===== src/rtl/usc_cfg.svh =====
`ifndef USC_CFG_SVH
`define USC_CFG_SVH
// Register addresses
`define USC_ADDR_STACTL 4'h0
`define USC_ADDR_IRQ_STATUS 4'h1
`define USC_ADDR_IRQ_MASK 4'h2
`define USC_ADDR_BAUD 4'h3
// Status and control field positions
`define USC_BIT_TXSEL_HI 15
`define USC_BIT_TXINV 14
`define USC_BIT_TXSEL_LO 13
`define USC_BIT_BRK 11
`define USC_BIT_TXEN 10
`define USC_BIT_TXBF 9
`define USC_BIT_TXEMPTY 8
`define USC_BIT_RXSEL_HI 7
`define USC_BIT_RXSEL_LO 6
`define USC_BIT_ADDRESS_DETECT_ENABLE 5
`define USC_BIT_RX_LINE_IDLE 4
`define USC_BIT_PARITY_ERROR 3
`define USC_BIT_FRAMING_ERROR 2
`define USC_BIT_RX_OVERRUN_ERROR 1
`define USC_BIT_RXDA 0
// Reset values
`define USC_STACTL_RESET 16'h0110
`define USC_BAUD_RESET 16'h001A
// Interrupt status bits
`define USC_IRQ_TX 0
`define USC_IRQ_RX 1
`define USC_IRQ_RX_OVERRUN_ERROR 2
// Buffer geometry and frame
`define USC_BUF_DEPTH 4
`define USC_BRK_ZEROS 4'hC
`define USC_DATA_BITS 4'h8
`endif


===== src/rtl/usc_pkg.sv =====
package usc_pkg;
   typedef enum logic [1:0] {
      USC_TX_IDLE = 2'b00,
      USC_TX_START = 2'b01,
      USC_TX_DATA = 2'b11,
      USC_TX_STOP = 2'b10
   } usc_tx_state_e;
   typedef logic [7:0] usc_char_t;
   typedef logic [15:0] usc_word_t;
endpackage


===== src/rtl/usc_fifo_mem.sv =====
`timescale 1ns/1ps
`include "usc_cfg.svh"
// Four-entry character store; read data registered
module usc_fifo_mem (
   input wire logic sys_clk,
   input wire logic wr_en,
   input wire logic [1:0] wr_addr,
   input wire usc_pkg::usc_char_t wr_data,
   input wire logic [1:0] rd_addr,
   output usc_pkg::usc_char_t rd_data
);
   usc_pkg::usc_char_t mem_ff [`USC_BUF_DEPTH];
   usc_pkg::usc_char_t rd_ff;
   // Write port and registered read
   always_ff @(posedge sys_clk) begin
      if (wr_en) begin
         mem_ff[wr_addr] <= wr_data;
      end
      // Write-through so a character written this cycle is seen at once
      if (wr_en && (wr_addr == rd_addr)) begin
         rd_ff <= wr_data;
      end else begin
         rd_ff <= mem_ff[rd_addr];
      end
   end
   assign rd_data = rd_ff;
endmodule // usc_fifo_mem


===== src/rtl/usc_sync.sv =====
`timescale 1ns/1ps
// Two flip-flop synchroniser for a pin level
module usc_sync (
   input wire logic sys_clk,
   input wire logic rst,
   input wire logic din,
   output logic dout
);
   logic meta_ff;
   logic sync_ff;
   // Reset high: idle line level
   always_ff @(posedge sys_clk or posedge rst) begin
      if (rst) begin
         meta_ff <= 1'b1;
         sync_ff <= 1'b1;
      end else begin
         meta_ff <= din;
         sync_ff <= meta_ff;
      end
   end
   assign dout = sync_ff;
endmodule // usc_sync


===== src/rtl/usc_uart_status_control.sv =====
// Behaviour
// - The two-bit transmit interrupt select field sits at bits 15 (upper) and 13 (lower).
// - With transmit select 10 the interrupt fires when a load into the shifter empties the buffer.
// - With transmit select 01 the interrupt fires when the last character has fully shifted out.
// - With transmit select 00 the interrupt fires on every load into the shifter.
// - The idle inversion bit gives idle low when set without infrared, and is reversed with infrared.
// - A break request sends start, twelve zeros and stop on the next transmission, then clears itself.
// - With transmit enable set the serial logic drives the transmit pin.
// - Clearing transmit enable aborts sending, empties the buffer and returns the pin to port output.
// - The read-only buffer full flag is one when no transmit slot is free.
// - The read-only idle flag is one only when shifter and buffer are both empty.
// - With receive select 11 the interrupt fires when a transfer makes the buffer hold four characters.
// - With receive select 10 the interrupt fires when a transfer makes the buffer hold three characters.
// - With receive select 0x the interrupt fires on every received character that is transferred into the buffer.
// - Bit 12 ignores writes and reads zero.
//
// Implementation choices: the address-and-strobe port and the register addresses.
`timescale 1ns/1ps
`include "usc_cfg.svh"
module usc_uart_status_control (
   input wire logic sys_clk,
   input wire logic rst,
   input wire logic [3:0] reg_addr,
   input wire logic [15:0] reg_wdata,
   input wire logic reg_wr,
   input wire logic reg_rd,
   output logic [15:0] reg_rdata,
   input wire logic [7:0] tx_data,
   input wire logic tx_data_valid,
   input wire logic rx_char_valid,
   input wire logic [7:0] rx_char,
   input wire logic rx_parity_error,
   input wire logic rx_framing_error,
   input wire logic rx_line_idle_in,
   input wire logic rx_pop,
   output logic [7:0] rx_data,
   input wire logic infrared_encode_enable,
   input wire logic port_latch_out,
   input wire logic serial_rx_pin,
   output logic serial_tx_pin,
   output logic irq
);
   //---------------------------------------------------------
   // Registers
   //---------------------------------------------------------
   logic [1:0] tx_irq_select_ff, nxt_tx_irq_select;
   logic tx_idle_invert_ff, nxt_tx_idle_invert;
   logic tx_break_request_ff, nxt_tx_break_request;
   logic tx_enable_ff, nxt_tx_enable;
   logic [1:0] rx_irq_select_ff, nxt_rx_irq_select;
   logic address_detect_enable_ff, nxt_address_detect_enable;
   logic rx_overrun_error_ff, nxt_rx_overrun_error;
   logic parity_error_ff, nxt_parity_error;
   logic framing_error_ff, nxt_framing_error;
   logic [2:0] irq_status_ff, nxt_irq_status;
   logic [2:0] irq_mask_ff, nxt_irq_mask;
   logic [15:0] baud_ff, nxt_baud;
   logic [15:0] rdata_ff, nxt_rdata;
   // Transmit buffer
   logic [1:0] tx_wp_ff, nxt_tx_wp, tx_rp_ff, nxt_tx_rp;
   logic [2:0] tx_cnt_ff, nxt_tx_cnt;
   // Transmitter
   usc_pkg::usc_tx_state_e tx_state_ff, nxt_tx_state;
   logic [7:0] tx_shift_ff, nxt_tx_shift;
   logic [3:0] tx_bits_ff, nxt_tx_bits;
   logic [15:0] tx_baud_cnt_ff, nxt_tx_baud_cnt;
   logic tx_is_break_ff, nxt_tx_is_break;
   logic tx_line_ff, nxt_tx_line;
   logic tx_load_pend_ff, nxt_tx_load_pend;
   // Receive buffer
   logic [1:0] rx_wp_ff, nxt_rx_wp, rx_rp_ff, nxt_rx_rp;
   logic [2:0] rx_cnt_ff, nxt_rx_cnt;
   logic rx_idle_sync;
   logic rx_pin_sync;
   usc_pkg::usc_char_t tx_head;
   logic tx_push, tx_load, tx_done, rx_push, rx_take, rd_sta, wr_sta;
   logic ev_tx, ev_rx, tx_full;
   logic idle_level;
   //---------------------------------------------------------
   // Storage and synchronisers
   //---------------------------------------------------------
   usc_fifo_mem u_tx_mem (
      .sys_clk(sys_clk),
      .wr_en(tx_push),
      .wr_addr(tx_wp_ff),
      .wr_data(tx_data),
      .rd_addr(nxt_tx_rp),
      .rd_data(tx_head)
   );
   usc_fifo_mem u_rx_mem (
      .sys_clk(sys_clk),
      .wr_en(rx_push),
      .wr_addr(rx_wp_ff),
      .wr_data(rx_char),
      .rd_addr(nxt_rx_rp),
      .rd_data(rx_data)
   );
   usc_sync u_sync_idle (
      .sys_clk(sys_clk),
      .rst(rst),
      .din(rx_line_idle_in),
      .dout(rx_idle_sync)
   );
   // Received line level is synchronised into rx_pin_sync, which no logic reads
   usc_sync u_sync_rx (
      .sys_clk(sys_clk),
      .rst(rst),
      .din(serial_rx_pin),
      .dout(rx_pin_sync)
   );
   //---------------------------------------------------------
   // Strobes
   //---------------------------------------------------------
   // Bus decode and buffer events
   always_comb begin
      wr_sta = reg_wr && (reg_addr == `USC_ADDR_STACTL);
      rd_sta = reg_rd && (reg_addr == `USC_ADDR_IRQ_STATUS);
      tx_full = (tx_cnt_ff == 3'(`USC_BUF_DEPTH));
      tx_push = tx_data_valid && tx_enable_ff && !tx_full;
      tx_load = tx_load_pend_ff;
      rx_push = rx_char_valid && (rx_cnt_ff != 3'(`USC_BUF_DEPTH));
      rx_take = rx_pop && (rx_cnt_ff != 3'h0);
      tx_done = (tx_state_ff == usc_pkg::USC_TX_STOP) && (tx_baud_cnt_ff == 16'h0000);
   end
   //---------------------------------------------------------
   // Control register and interrupt logic
   //---------------------------------------------------------
   always_comb begin
      nxt_tx_irq_select = tx_irq_select_ff;
      nxt_tx_idle_invert = tx_idle_invert_ff;
      nxt_tx_break_request = tx_break_request_ff;
      nxt_tx_enable = tx_enable_ff;
      nxt_rx_irq_select = rx_irq_select_ff;
      nxt_address_detect_enable = address_detect_enable_ff;
      nxt_rx_overrun_error = rx_overrun_error_ff;
      nxt_parity_error = parity_error_ff;
      nxt_framing_error = framing_error_ff;
      nxt_irq_mask = irq_mask_ff;
      nxt_baud = baud_ff;
      nxt_irq_status = irq_status_ff;
      if (wr_sta) begin
         // split select field; bit 12 not stored
         nxt_tx_irq_select = {reg_wdata[`USC_BIT_TXSEL_HI], reg_wdata[`USC_BIT_TXSEL_LO]};
         nxt_tx_idle_invert = reg_wdata[`USC_BIT_TXINV];
         nxt_tx_break_request = reg_wdata[`USC_BIT_BRK];
         nxt_tx_enable = reg_wdata[`USC_BIT_TXEN];
         nxt_rx_irq_select = {reg_wdata[`USC_BIT_RXSEL_HI], reg_wdata[`USC_BIT_RXSEL_LO]};
         nxt_address_detect_enable = reg_wdata[`USC_BIT_ADDRESS_DETECT_ENABLE];
         if (!reg_wdata[`USC_BIT_RX_OVERRUN_ERROR]) begin
            nxt_rx_overrun_error = 1'b0;
         end
      end
      if (reg_wr && (reg_addr == `USC_ADDR_IRQ_MASK)) begin
         nxt_irq_mask = reg_wdata[2:0];
      end
      if (reg_wr && (reg_addr == `USC_ADDR_BAUD)) begin
         nxt_baud = reg_wdata;
      end
      // break request clears when the break frame ends
      if (tx_done && tx_is_break_ff) begin
         nxt_tx_break_request = 1'b0;
      end
      if (rx_char_valid && !rx_push) begin
         nxt_rx_overrun_error = 1'b1;
      end
      if (rx_push) begin
         nxt_parity_error = rx_parity_error;
         nxt_framing_error = rx_framing_error;
      end
      // Transmit interrupt selection
      case (tx_irq_select_ff)
         2'b00: ev_tx = tx_load;
         2'b01: ev_tx = tx_done && (tx_cnt_ff == 3'h0) && !tx_load_pend_ff;
         2'b10: ev_tx = tx_load && (tx_cnt_ff == 3'h0);
         default: ev_tx = 1'b0;
      endcase
      // Receive interrupt selection
      case (rx_irq_select_ff)
         2'b11: ev_rx = rx_push && !rx_take && (rx_cnt_ff == 3'h3);
         2'b10: ev_rx = rx_push && !rx_take && (rx_cnt_ff == 3'h2);
         default: ev_rx = rx_push;
      endcase
      // Sticky status, read clears, new events win
      if (rd_sta) begin
         nxt_irq_status = 3'h0;
      end
      nxt_irq_status[`USC_IRQ_TX] = nxt_irq_status[`USC_IRQ_TX] | ev_tx;
      nxt_irq_status[`USC_IRQ_RX] = nxt_irq_status[`USC_IRQ_RX] | ev_rx;
      nxt_irq_status[`USC_IRQ_RX_OVERRUN_ERROR] = nxt_irq_status[`USC_IRQ_RX_OVERRUN_ERROR] | (rx_char_valid && !rx_push);
   end
   //---------------------------------------------------------
   // Buffers and transmitter
   //---------------------------------------------------------
   always_comb begin
      nxt_tx_wp = tx_wp_ff;
      nxt_tx_rp = tx_rp_ff;
      nxt_tx_cnt = tx_cnt_ff;
      nxt_tx_state = tx_state_ff;
      nxt_tx_shift = tx_shift_ff;
      nxt_tx_bits = tx_bits_ff;
      nxt_tx_baud_cnt = tx_baud_cnt_ff;
      nxt_tx_is_break = tx_is_break_ff;
      nxt_tx_load_pend = 1'b0;
      nxt_rx_wp = rx_wp_ff;
      nxt_rx_rp = rx_rp_ff;
      nxt_rx_cnt = rx_cnt_ff;
      // idle level by inversion and infrared mode
      idle_level = tx_idle_invert_ff ~^ infrared_encode_enable;
      nxt_tx_line = idle_level;
      if (tx_push) begin
         nxt_tx_wp = tx_wp_ff + 2'h1;
      end
      case (tx_state_ff)
         usc_pkg::USC_TX_IDLE: begin
            if (tx_enable_ff && (tx_cnt_ff != 3'h0 || tx_break_request_ff)) begin
               nxt_tx_state = usc_pkg::USC_TX_START;
               nxt_tx_baud_cnt = baud_ff;
               nxt_tx_is_break = tx_break_request_ff;
               nxt_tx_bits = tx_break_request_ff ? `USC_BRK_ZEROS : `USC_DATA_BITS;
               nxt_tx_shift = tx_break_request_ff ? 8'h00 : tx_head;
               if (!tx_break_request_ff) begin
                  nxt_tx_rp = tx_rp_ff + 2'h1;
                  nxt_tx_load_pend = 1'b1;
               end
            end
         end
         usc_pkg::USC_TX_START: begin
            nxt_tx_line = ~idle_level;
            if (tx_baud_cnt_ff == 16'h0000) begin
               nxt_tx_baud_cnt = baud_ff;
               nxt_tx_state = usc_pkg::USC_TX_DATA;
            end else begin
               nxt_tx_baud_cnt = tx_baud_cnt_ff - 16'h0001;
            end
         end
         usc_pkg::USC_TX_DATA: begin
            // break drives twelve zero bit times
            nxt_tx_line = tx_is_break_ff ? ~idle_level : (tx_shift_ff[0] ~^ idle_level);
            if (tx_baud_cnt_ff == 16'h0000) begin
               nxt_tx_baud_cnt = baud_ff;
               nxt_tx_shift = {1'b0, tx_shift_ff[7:1]};
               nxt_tx_bits = tx_bits_ff - 4'h1;
               if (tx_bits_ff == 4'h1) begin
                  nxt_tx_state = usc_pkg::USC_TX_STOP;
               end
            end else begin
               nxt_tx_baud_cnt = tx_baud_cnt_ff - 16'h0001;
            end
         end
         usc_pkg::USC_TX_STOP: begin
            if (tx_baud_cnt_ff == 16'h0000) begin
               nxt_tx_state = usc_pkg::USC_TX_IDLE;
            end else begin
               nxt_tx_baud_cnt = tx_baud_cnt_ff - 16'h0001;
            end
         end
         default: nxt_tx_state = usc_pkg::USC_TX_IDLE;
      endcase
      nxt_tx_cnt = tx_cnt_ff + 3'(tx_push) - 3'(nxt_tx_load_pend);
      // disable aborts and resets the buffer
      if (!tx_enable_ff) begin
         nxt_tx_state = usc_pkg::USC_TX_IDLE;
         nxt_tx_wp = 2'h0;
         nxt_tx_rp = 2'h0;
         nxt_tx_cnt = 3'h0;
         nxt_tx_load_pend = 1'b0;
      end
      if (rx_push) begin
         nxt_rx_wp = rx_wp_ff + 2'h1;
      end
      if (rx_take) begin
         nxt_rx_rp = rx_rp_ff + 2'h1;
      end
      nxt_rx_cnt = rx_cnt_ff + 3'(rx_push) - 3'(rx_take);
   end
   //---------------------------------------------------------
   // Read mux
   //---------------------------------------------------------
   always_comb begin
      nxt_rdata = 16'h0000;
      case (reg_addr)
         `USC_ADDR_STACTL: begin
            nxt_rdata[`USC_BIT_TXSEL_HI] = tx_irq_select_ff[1];
            nxt_rdata[`USC_BIT_TXINV] = tx_idle_invert_ff;
            nxt_rdata[`USC_BIT_TXSEL_LO] = tx_irq_select_ff[0];
            nxt_rdata[`USC_BIT_BRK] = tx_break_request_ff;
            nxt_rdata[`USC_BIT_TXEN] = tx_enable_ff;
            nxt_rdata[`USC_BIT_TXBF] = tx_full;
            // idle only when shifter and buffer empty
            nxt_rdata[`USC_BIT_TXEMPTY] = (tx_state_ff == usc_pkg::USC_TX_IDLE) && (tx_cnt_ff == 3'h0);
            nxt_rdata[`USC_BIT_RXSEL_HI] = rx_irq_select_ff[1];
            nxt_rdata[`USC_BIT_RXSEL_LO] = rx_irq_select_ff[0];
            nxt_rdata[`USC_BIT_ADDRESS_DETECT_ENABLE] = address_detect_enable_ff;
            nxt_rdata[`USC_BIT_RX_LINE_IDLE] = rx_idle_sync;
            nxt_rdata[`USC_BIT_PARITY_ERROR] = parity_error_ff;
            nxt_rdata[`USC_BIT_FRAMING_ERROR] = framing_error_ff;
            nxt_rdata[`USC_BIT_RX_OVERRUN_ERROR] = rx_overrun_error_ff;
            nxt_rdata[`USC_BIT_RXDA] = (rx_cnt_ff != 3'h0);
         end
         `USC_ADDR_IRQ_STATUS: nxt_rdata = {13'h0000, irq_status_ff};
         `USC_ADDR_IRQ_MASK: nxt_rdata = {13'h0000, irq_mask_ff};
         `USC_ADDR_BAUD: nxt_rdata = baud_ff;
         default: nxt_rdata = 16'h0000;
      endcase
      if (!reg_rd) begin
         nxt_rdata = 16'h0000;
      end
   end
   //---------------------------------------------------------
   // State registers
   //---------------------------------------------------------
   // reset values
   always_ff @(posedge sys_clk or posedge rst) begin
      if (rst) begin
         tx_irq_select_ff <= 2'h0;
         tx_idle_invert_ff <= 1'b0;
         tx_break_request_ff <= 1'b0;
         tx_enable_ff <= 1'b0;
         rx_irq_select_ff <= 2'h0;
         address_detect_enable_ff <= 1'b0;
         rx_overrun_error_ff <= 1'b0;
         parity_error_ff <= 1'b0;
         framing_error_ff <= 1'b0;
         irq_status_ff <= 3'h0;
         irq_mask_ff <= 3'h0;
         baud_ff <= `USC_BAUD_RESET;
         rdata_ff <= 16'h0000;
         tx_wp_ff <= 2'h0;
         tx_rp_ff <= 2'h0;
         tx_cnt_ff <= 3'h0;
         tx_state_ff <= usc_pkg::USC_TX_IDLE;
         tx_shift_ff <= 8'h00;
         tx_bits_ff <= 4'h0;
         tx_baud_cnt_ff <= 16'h0000;
         tx_is_break_ff <= 1'b0;
         tx_line_ff <= 1'b1;
         tx_load_pend_ff <= 1'b0;
         rx_wp_ff <= 2'h0;
         rx_rp_ff <= 2'h0;
         rx_cnt_ff <= 3'h0;
      end else begin
         tx_irq_select_ff <= nxt_tx_irq_select;
         tx_idle_invert_ff <= nxt_tx_idle_invert;
         tx_break_request_ff <= nxt_tx_break_request;
         tx_enable_ff <= nxt_tx_enable;
         rx_irq_select_ff <= nxt_rx_irq_select;
         address_detect_enable_ff <= nxt_address_detect_enable;
         rx_overrun_error_ff <= nxt_rx_overrun_error;
         parity_error_ff <= nxt_parity_error;
         framing_error_ff <= nxt_framing_error;
         irq_status_ff <= nxt_irq_status;
         irq_mask_ff <= nxt_irq_mask;
         baud_ff <= nxt_baud;
         rdata_ff <= nxt_rdata;
         tx_wp_ff <= nxt_tx_wp;
         tx_rp_ff <= nxt_tx_rp;
         tx_cnt_ff <= nxt_tx_cnt;
         tx_state_ff <= nxt_tx_state;
         tx_shift_ff <= nxt_tx_shift;
         tx_bits_ff <= nxt_tx_bits;
         tx_baud_cnt_ff <= nxt_tx_baud_cnt;
         tx_is_break_ff <= nxt_tx_is_break;
         tx_line_ff <= nxt_tx_line;
         tx_load_pend_ff <= nxt_tx_load_pend;
         rx_wp_ff <= nxt_rx_wp;
         rx_rp_ff <= nxt_rx_rp;
         rx_cnt_ff <= nxt_rx_cnt;
      end
   end
   //---------------------------------------------------------
   // Outputs
   //---------------------------------------------------------
   assign reg_rdata = rdata_ff;
   assign irq = |(irq_status_ff & irq_mask_ff);
   // pin owned by serial logic when enabled
   assign serial_tx_pin = tx_enable_ff ? tx_line_ff : port_latch_out;
endmodule // usc_uart_status_control


===== config.mk =====
export PLATFORM = sky130hd
export DESIGN_NAME = usc_uart_status_control
export DESIGN_NICKNAME = d
export VERILOG_FILES = /design/src/rtl/usc_pkg.sv /design/src/rtl/usc_fifo_mem.sv /design/src/rtl/usc_sync.sv /design/src/rtl/usc_uart_status_control.sv
export VERILOG_INCLUDE_DIRS = /design/src /design/src/rtl
export SDC_FILE = /design/constraint.sdc
export NUM_CORES = 1
export LEC_CHECK = 0
export BUFFER_PORTS_ARGS = -buffer_cell sky130_fd_sc_hd__buf_4
export CAP_MARGIN = 30
export CORE_MARGIN = 2
export CORE_UTILIZATION = 53
export CTS_BUF_LIST = sky130_fd_sc_hd__clkbuf_4 sky130_fd_sc_hd__clkbuf_8 sky130_fd_sc_hd__clkbuf_16
export DETAILED_ROUTE_END_ITERATION = 10
export PLACE_DENSITY_LB_ADDON = 0.1
export SYNTH_ARGS = -nofsm -noshare
export SYNTH_HDL_FRONTEND = slang
export SYNTH_SLANG_ARGS = --single-unit

===== constraint.sdc =====
create_clock -name sys_clk -period 3.3 [get_ports sys_clk]
set_input_delay 0.66 -clock sys_clk [delete_from_list [all_inputs] [get_ports sys_clk]]
set_output_delay 0.66 -clock sys_clk [all_outputs]
set_load 0.1 [all_outputs]

==> results.json <==
{
  "via_per_inst": 5.590,
  "grt_max_degree": 58,
  "pwr-share-comb": 0.310,
  "dieArea_sq_um": 14480,
  "io_buffer_count": 73,
  "cap_violations": 0,
  "hold_viol": 0,
  "pwr-share-seq": 0.418,
  "required_ps": 3610,
  "ys.flop_type": "dfrtp_1",
  "io_pins": 75,
  "r2r-end": "tx_cnt_ff[2]",
  "dp_hpwl_um": 9477,
  "power_switching_uw": 2617,
  "worstPathArrival_ps": 3080,
  "drc": 0,
  "synth_seq_cells": 166,
  "multi_input_area_sq_um": 2534,
  "seq_area_frac_synth": 0.6221,
  "grt_pass1_wl_um": 23490,
  "firstDrtPassIters": 4,
  "preCtsSetupSlack_ps": 533.4,
  "htree_levels": 4,
  "dp_cells": 768,
  "clkSinkCount": 166,
  "cts_root_buf": "clkbuf_16",
  "endpoint_kind": "flop",
  "drt-total-wl_um": 13920,
  "instances_no_fill": 800,
  "ys_types": 53,
  "slew_headroom": 0.4524,
  "cts_tree": "done",
  "cts_resized": 0,
  "row_count": 42,
  "regToRegSetupSlack_ps": 530,
  "nets": 679,
  "synthArstFlopShare": 0.5904,
  "yosysWarnings": 0,
  "diodes": 0,
  "p_int_uw": 4694,
  "grt_pass1_vias": 4603,
  "final_util": 0.6445,
  "drive_above_1_share": 0.2676,
  "avgRoutedWirePerCell_um": 17.40,
  "crit_path_max_fanout": 10,
  "clockBufferDepth": 2,
  "syn_avg_cell_area_sq_um": 13.46,
  "hold_ws_ps": 281.2,
  "tightestPinTransition_ps": 819.4,
  "clockPowerShare": 0.271,
  "coreArea_sq_um": 13240,
  "rsz0062_at_grt": "false",
  "syn_inst": 533,
  "p_leak_uw": 0.003547,
  "cts_setup_buffers": 0,
  "hold_path_class": "in -> async",
  "cts_buffers": 17,
  "area_growth_pct": 19.00,
  "r2r_start": "tx_state_ff[0]",
  "regArea_sq_um": 4462,
  "grt.total_usage": 0.2117,
  "syn_nets": 601,
  "n_fill_cell": 1003,
  "slew_viol_final": 0,
  "status": "completed",
  "insertion_delay_ps": 420,
  "die_x_um": 120.3,
  "setup_ws_ps": 527.8,
  "initial_core_util": 0.5416,
  "final_antenna_net_count": 0,
  "setup_viol": 0,
  "fin_worst_skew_ps": 7.446,
  "drt_iter0_markers": 443,
  "timing.fmax_mhz": 360.7,
  "fin_tns_setup_ps": 0,
  "synth-edff-count": 64,
  "swShare": 0.3580,
  "antenna_found_initial": 0,
  "peakVddDrop_mv": 0.4308,
  "r2r.worst_path.cells": 9,
  "finalCritPeriodShare": 0.8401,
  "gp_congestion": 0.7896,
  "die_h_um": 120.3,
  "dr_total_vias": 4472,
  "syn_area_sq_um": 7172,
  "worstSetupPathType": "reg -> reg",
  "power_density_nw_per_um2": 856.7,
  "gr-total-overflow": 0,
  "period_needed_ps": 2772,
  "postCtsHoldBufs": 0,
  "critPathLaunchType": "flop",
  "clk_pin_slew_worst_paths_ps": 60
}
## cell type report
cell class	count	share of cell area
clock buffers	19	0.05161
clock inverters	13	0.01803
inverters	25	0.01129
multi-input cells	319	0.2969
flip-flops and latches	166	0.5228
well taps	176	0.02580
repair buffers	82	0.07360
## metrics by stage
| step | instance area, sq um | total power [uW] |
|---|---|---|
| 5_1_grt | 8534 | 7714 |
| 6_report | 8534 | 7311 |
| 3_5_place_dp | 7940 | 5374 |
| 2_1_floorplan | 7172 | 4783 |
| 4_1_cts | 8534 | 7356 |
| 3_3_place_gp | 7940 | 5290 |
## worst max path at each step
stage / from / endpoint / cells after the start
3_3_place_gp: tx_state_ff[0] / tx_cnt_ff[2] / 9
5_1_grt: tx_state_ff[0] / tx_cnt_ff[2] / 9
3_5_place_dp: tx_state_ff[0] / tx_cnt_ff[2] / 9
4_1_cts: tx_state_ff[0] / tx_cnt_ff[2] / 9
6_report: tx_state_ff[0] / tx_cnt_ff[2] / 9
2_1_floorplan: rst / address_detect_enable_ff / 1
## metal layers
metal,track usage,vias to the layer above,part of all wire
met1,0.3000,2249,0.47
li1,-,2114,-
met5,0,-,0
met3,0.04575,17,0.040
met4,0.07558,0,0.016
met2,0.3267,92,0.47
## registers in the layout, summed over array words and instances, names as in the netlist, 3 cells and up, named ones only
name,flops
irq_mask_ff,3
u_tx_mem.mem_ff,32
tx_cnt_ff,3
u_rx_mem.mem_ff,32
tx_bits_ff,4
irq_status_ff,3
tx_shift_ff,8
rx_cnt_ff,3
reg_rdata,16
baud_ff,16
tx_baud_cnt_ff,16
## worst max-delay path, stage by stage, from the launching register on
cell	delay, ps
dfrtp_1	510
nor2_1	210
nor4bb_1	700
ha_1	350
inv_1	50
ha_1	120
inv_1	50
fa_1	380
xnor2_1	130
and2_1	150
## layout by cell type (no fill, tap or decap), types with 9 or more instances in the layout
cell type,synthesis,routed
a22oi_1,17,17
o2bb2ai_1,12,12
mux2_2,28,28
xnor2_1,9,9
nor2_1,49,49
nor3_1,13,13
mux2i_1,17,16
nand2_1,34,34
ha_1,17,17
dfrtp_1,92,92
mux4_2,16,16
edfxtp_1,64,64
o21ai_1,14,14
buf_4,0,81
clkbuf_16,0,17
inv_1,25,24
## kinds of logic after synthesis
logic type,count (synthesis),share of synthesized area
flops,166,0.6221
simple gates,148,0.1031
compound gates,78,0.07938
mux,61,0.1179
buf+inv,48,0.02634
fa+ha+maj,19,0.03524
xor+xnor,13,0.01588
## cell usage after synthesis (all sizes together) (2+ instances only)
cell type / count / area [sq um]
nor4b: 2 / 17.52
nor3: 13 / 65.06
a221oi: 8 / 76.32
a31oi: 2 / 12.51
dfrtp: 92 / 2302
inv: 25 / 93.84
clkbuf: 13 / 48.80
a32oi: 3 / 26.28
buf: 10 / 46.29
nand4b: 2 / 17.52
o21ai: 21 / 105.1
dfxtp: 4 / 80.08
nor2b: 6 / 37.54
mux2i: 17 / 170.2
or4: 2 / 15.01
mux4: 16 / 360.4
o2bb2ai: 12 / 105.1
mux2: 28 / 315.3
edfxtp: 64 / 1922
fa: 2 / 40.04
a22oi: 17 / 127.6
xnor2: 9 / 78.83
or3: 7 / 43.79
and3: 6 / 37.54
nor4bb: 2 / 20.02
nor2: 49 / 183.9
nor4: 6 / 58.80
a22o: 2 / 17.52
nand3: 6 / 30.03
ha: 17 / 212.7
xor2: 4 / 35.03
o21a: 2 / 15.01
dfstp: 6 / 157.7
nand4: 2 / 12.51
nor3b: 2 / 15.01
a21oi: 4 / 20.02
and2: 6 / 37.54
nand2: 34 / 127.6
## power by group through the flow
stage	Clock, uW	Combinational (uW)	Sequential [uW]
after floorplan	0	1860	2920
after global placement	0	2220	3070
after detailed placement	0	2280	3090
after CTS	2000	2290	3060
after global routing	2100	2480	3130
final	1980	2270	3060
No activity file was read; power rests on OpenSTA's default activity.
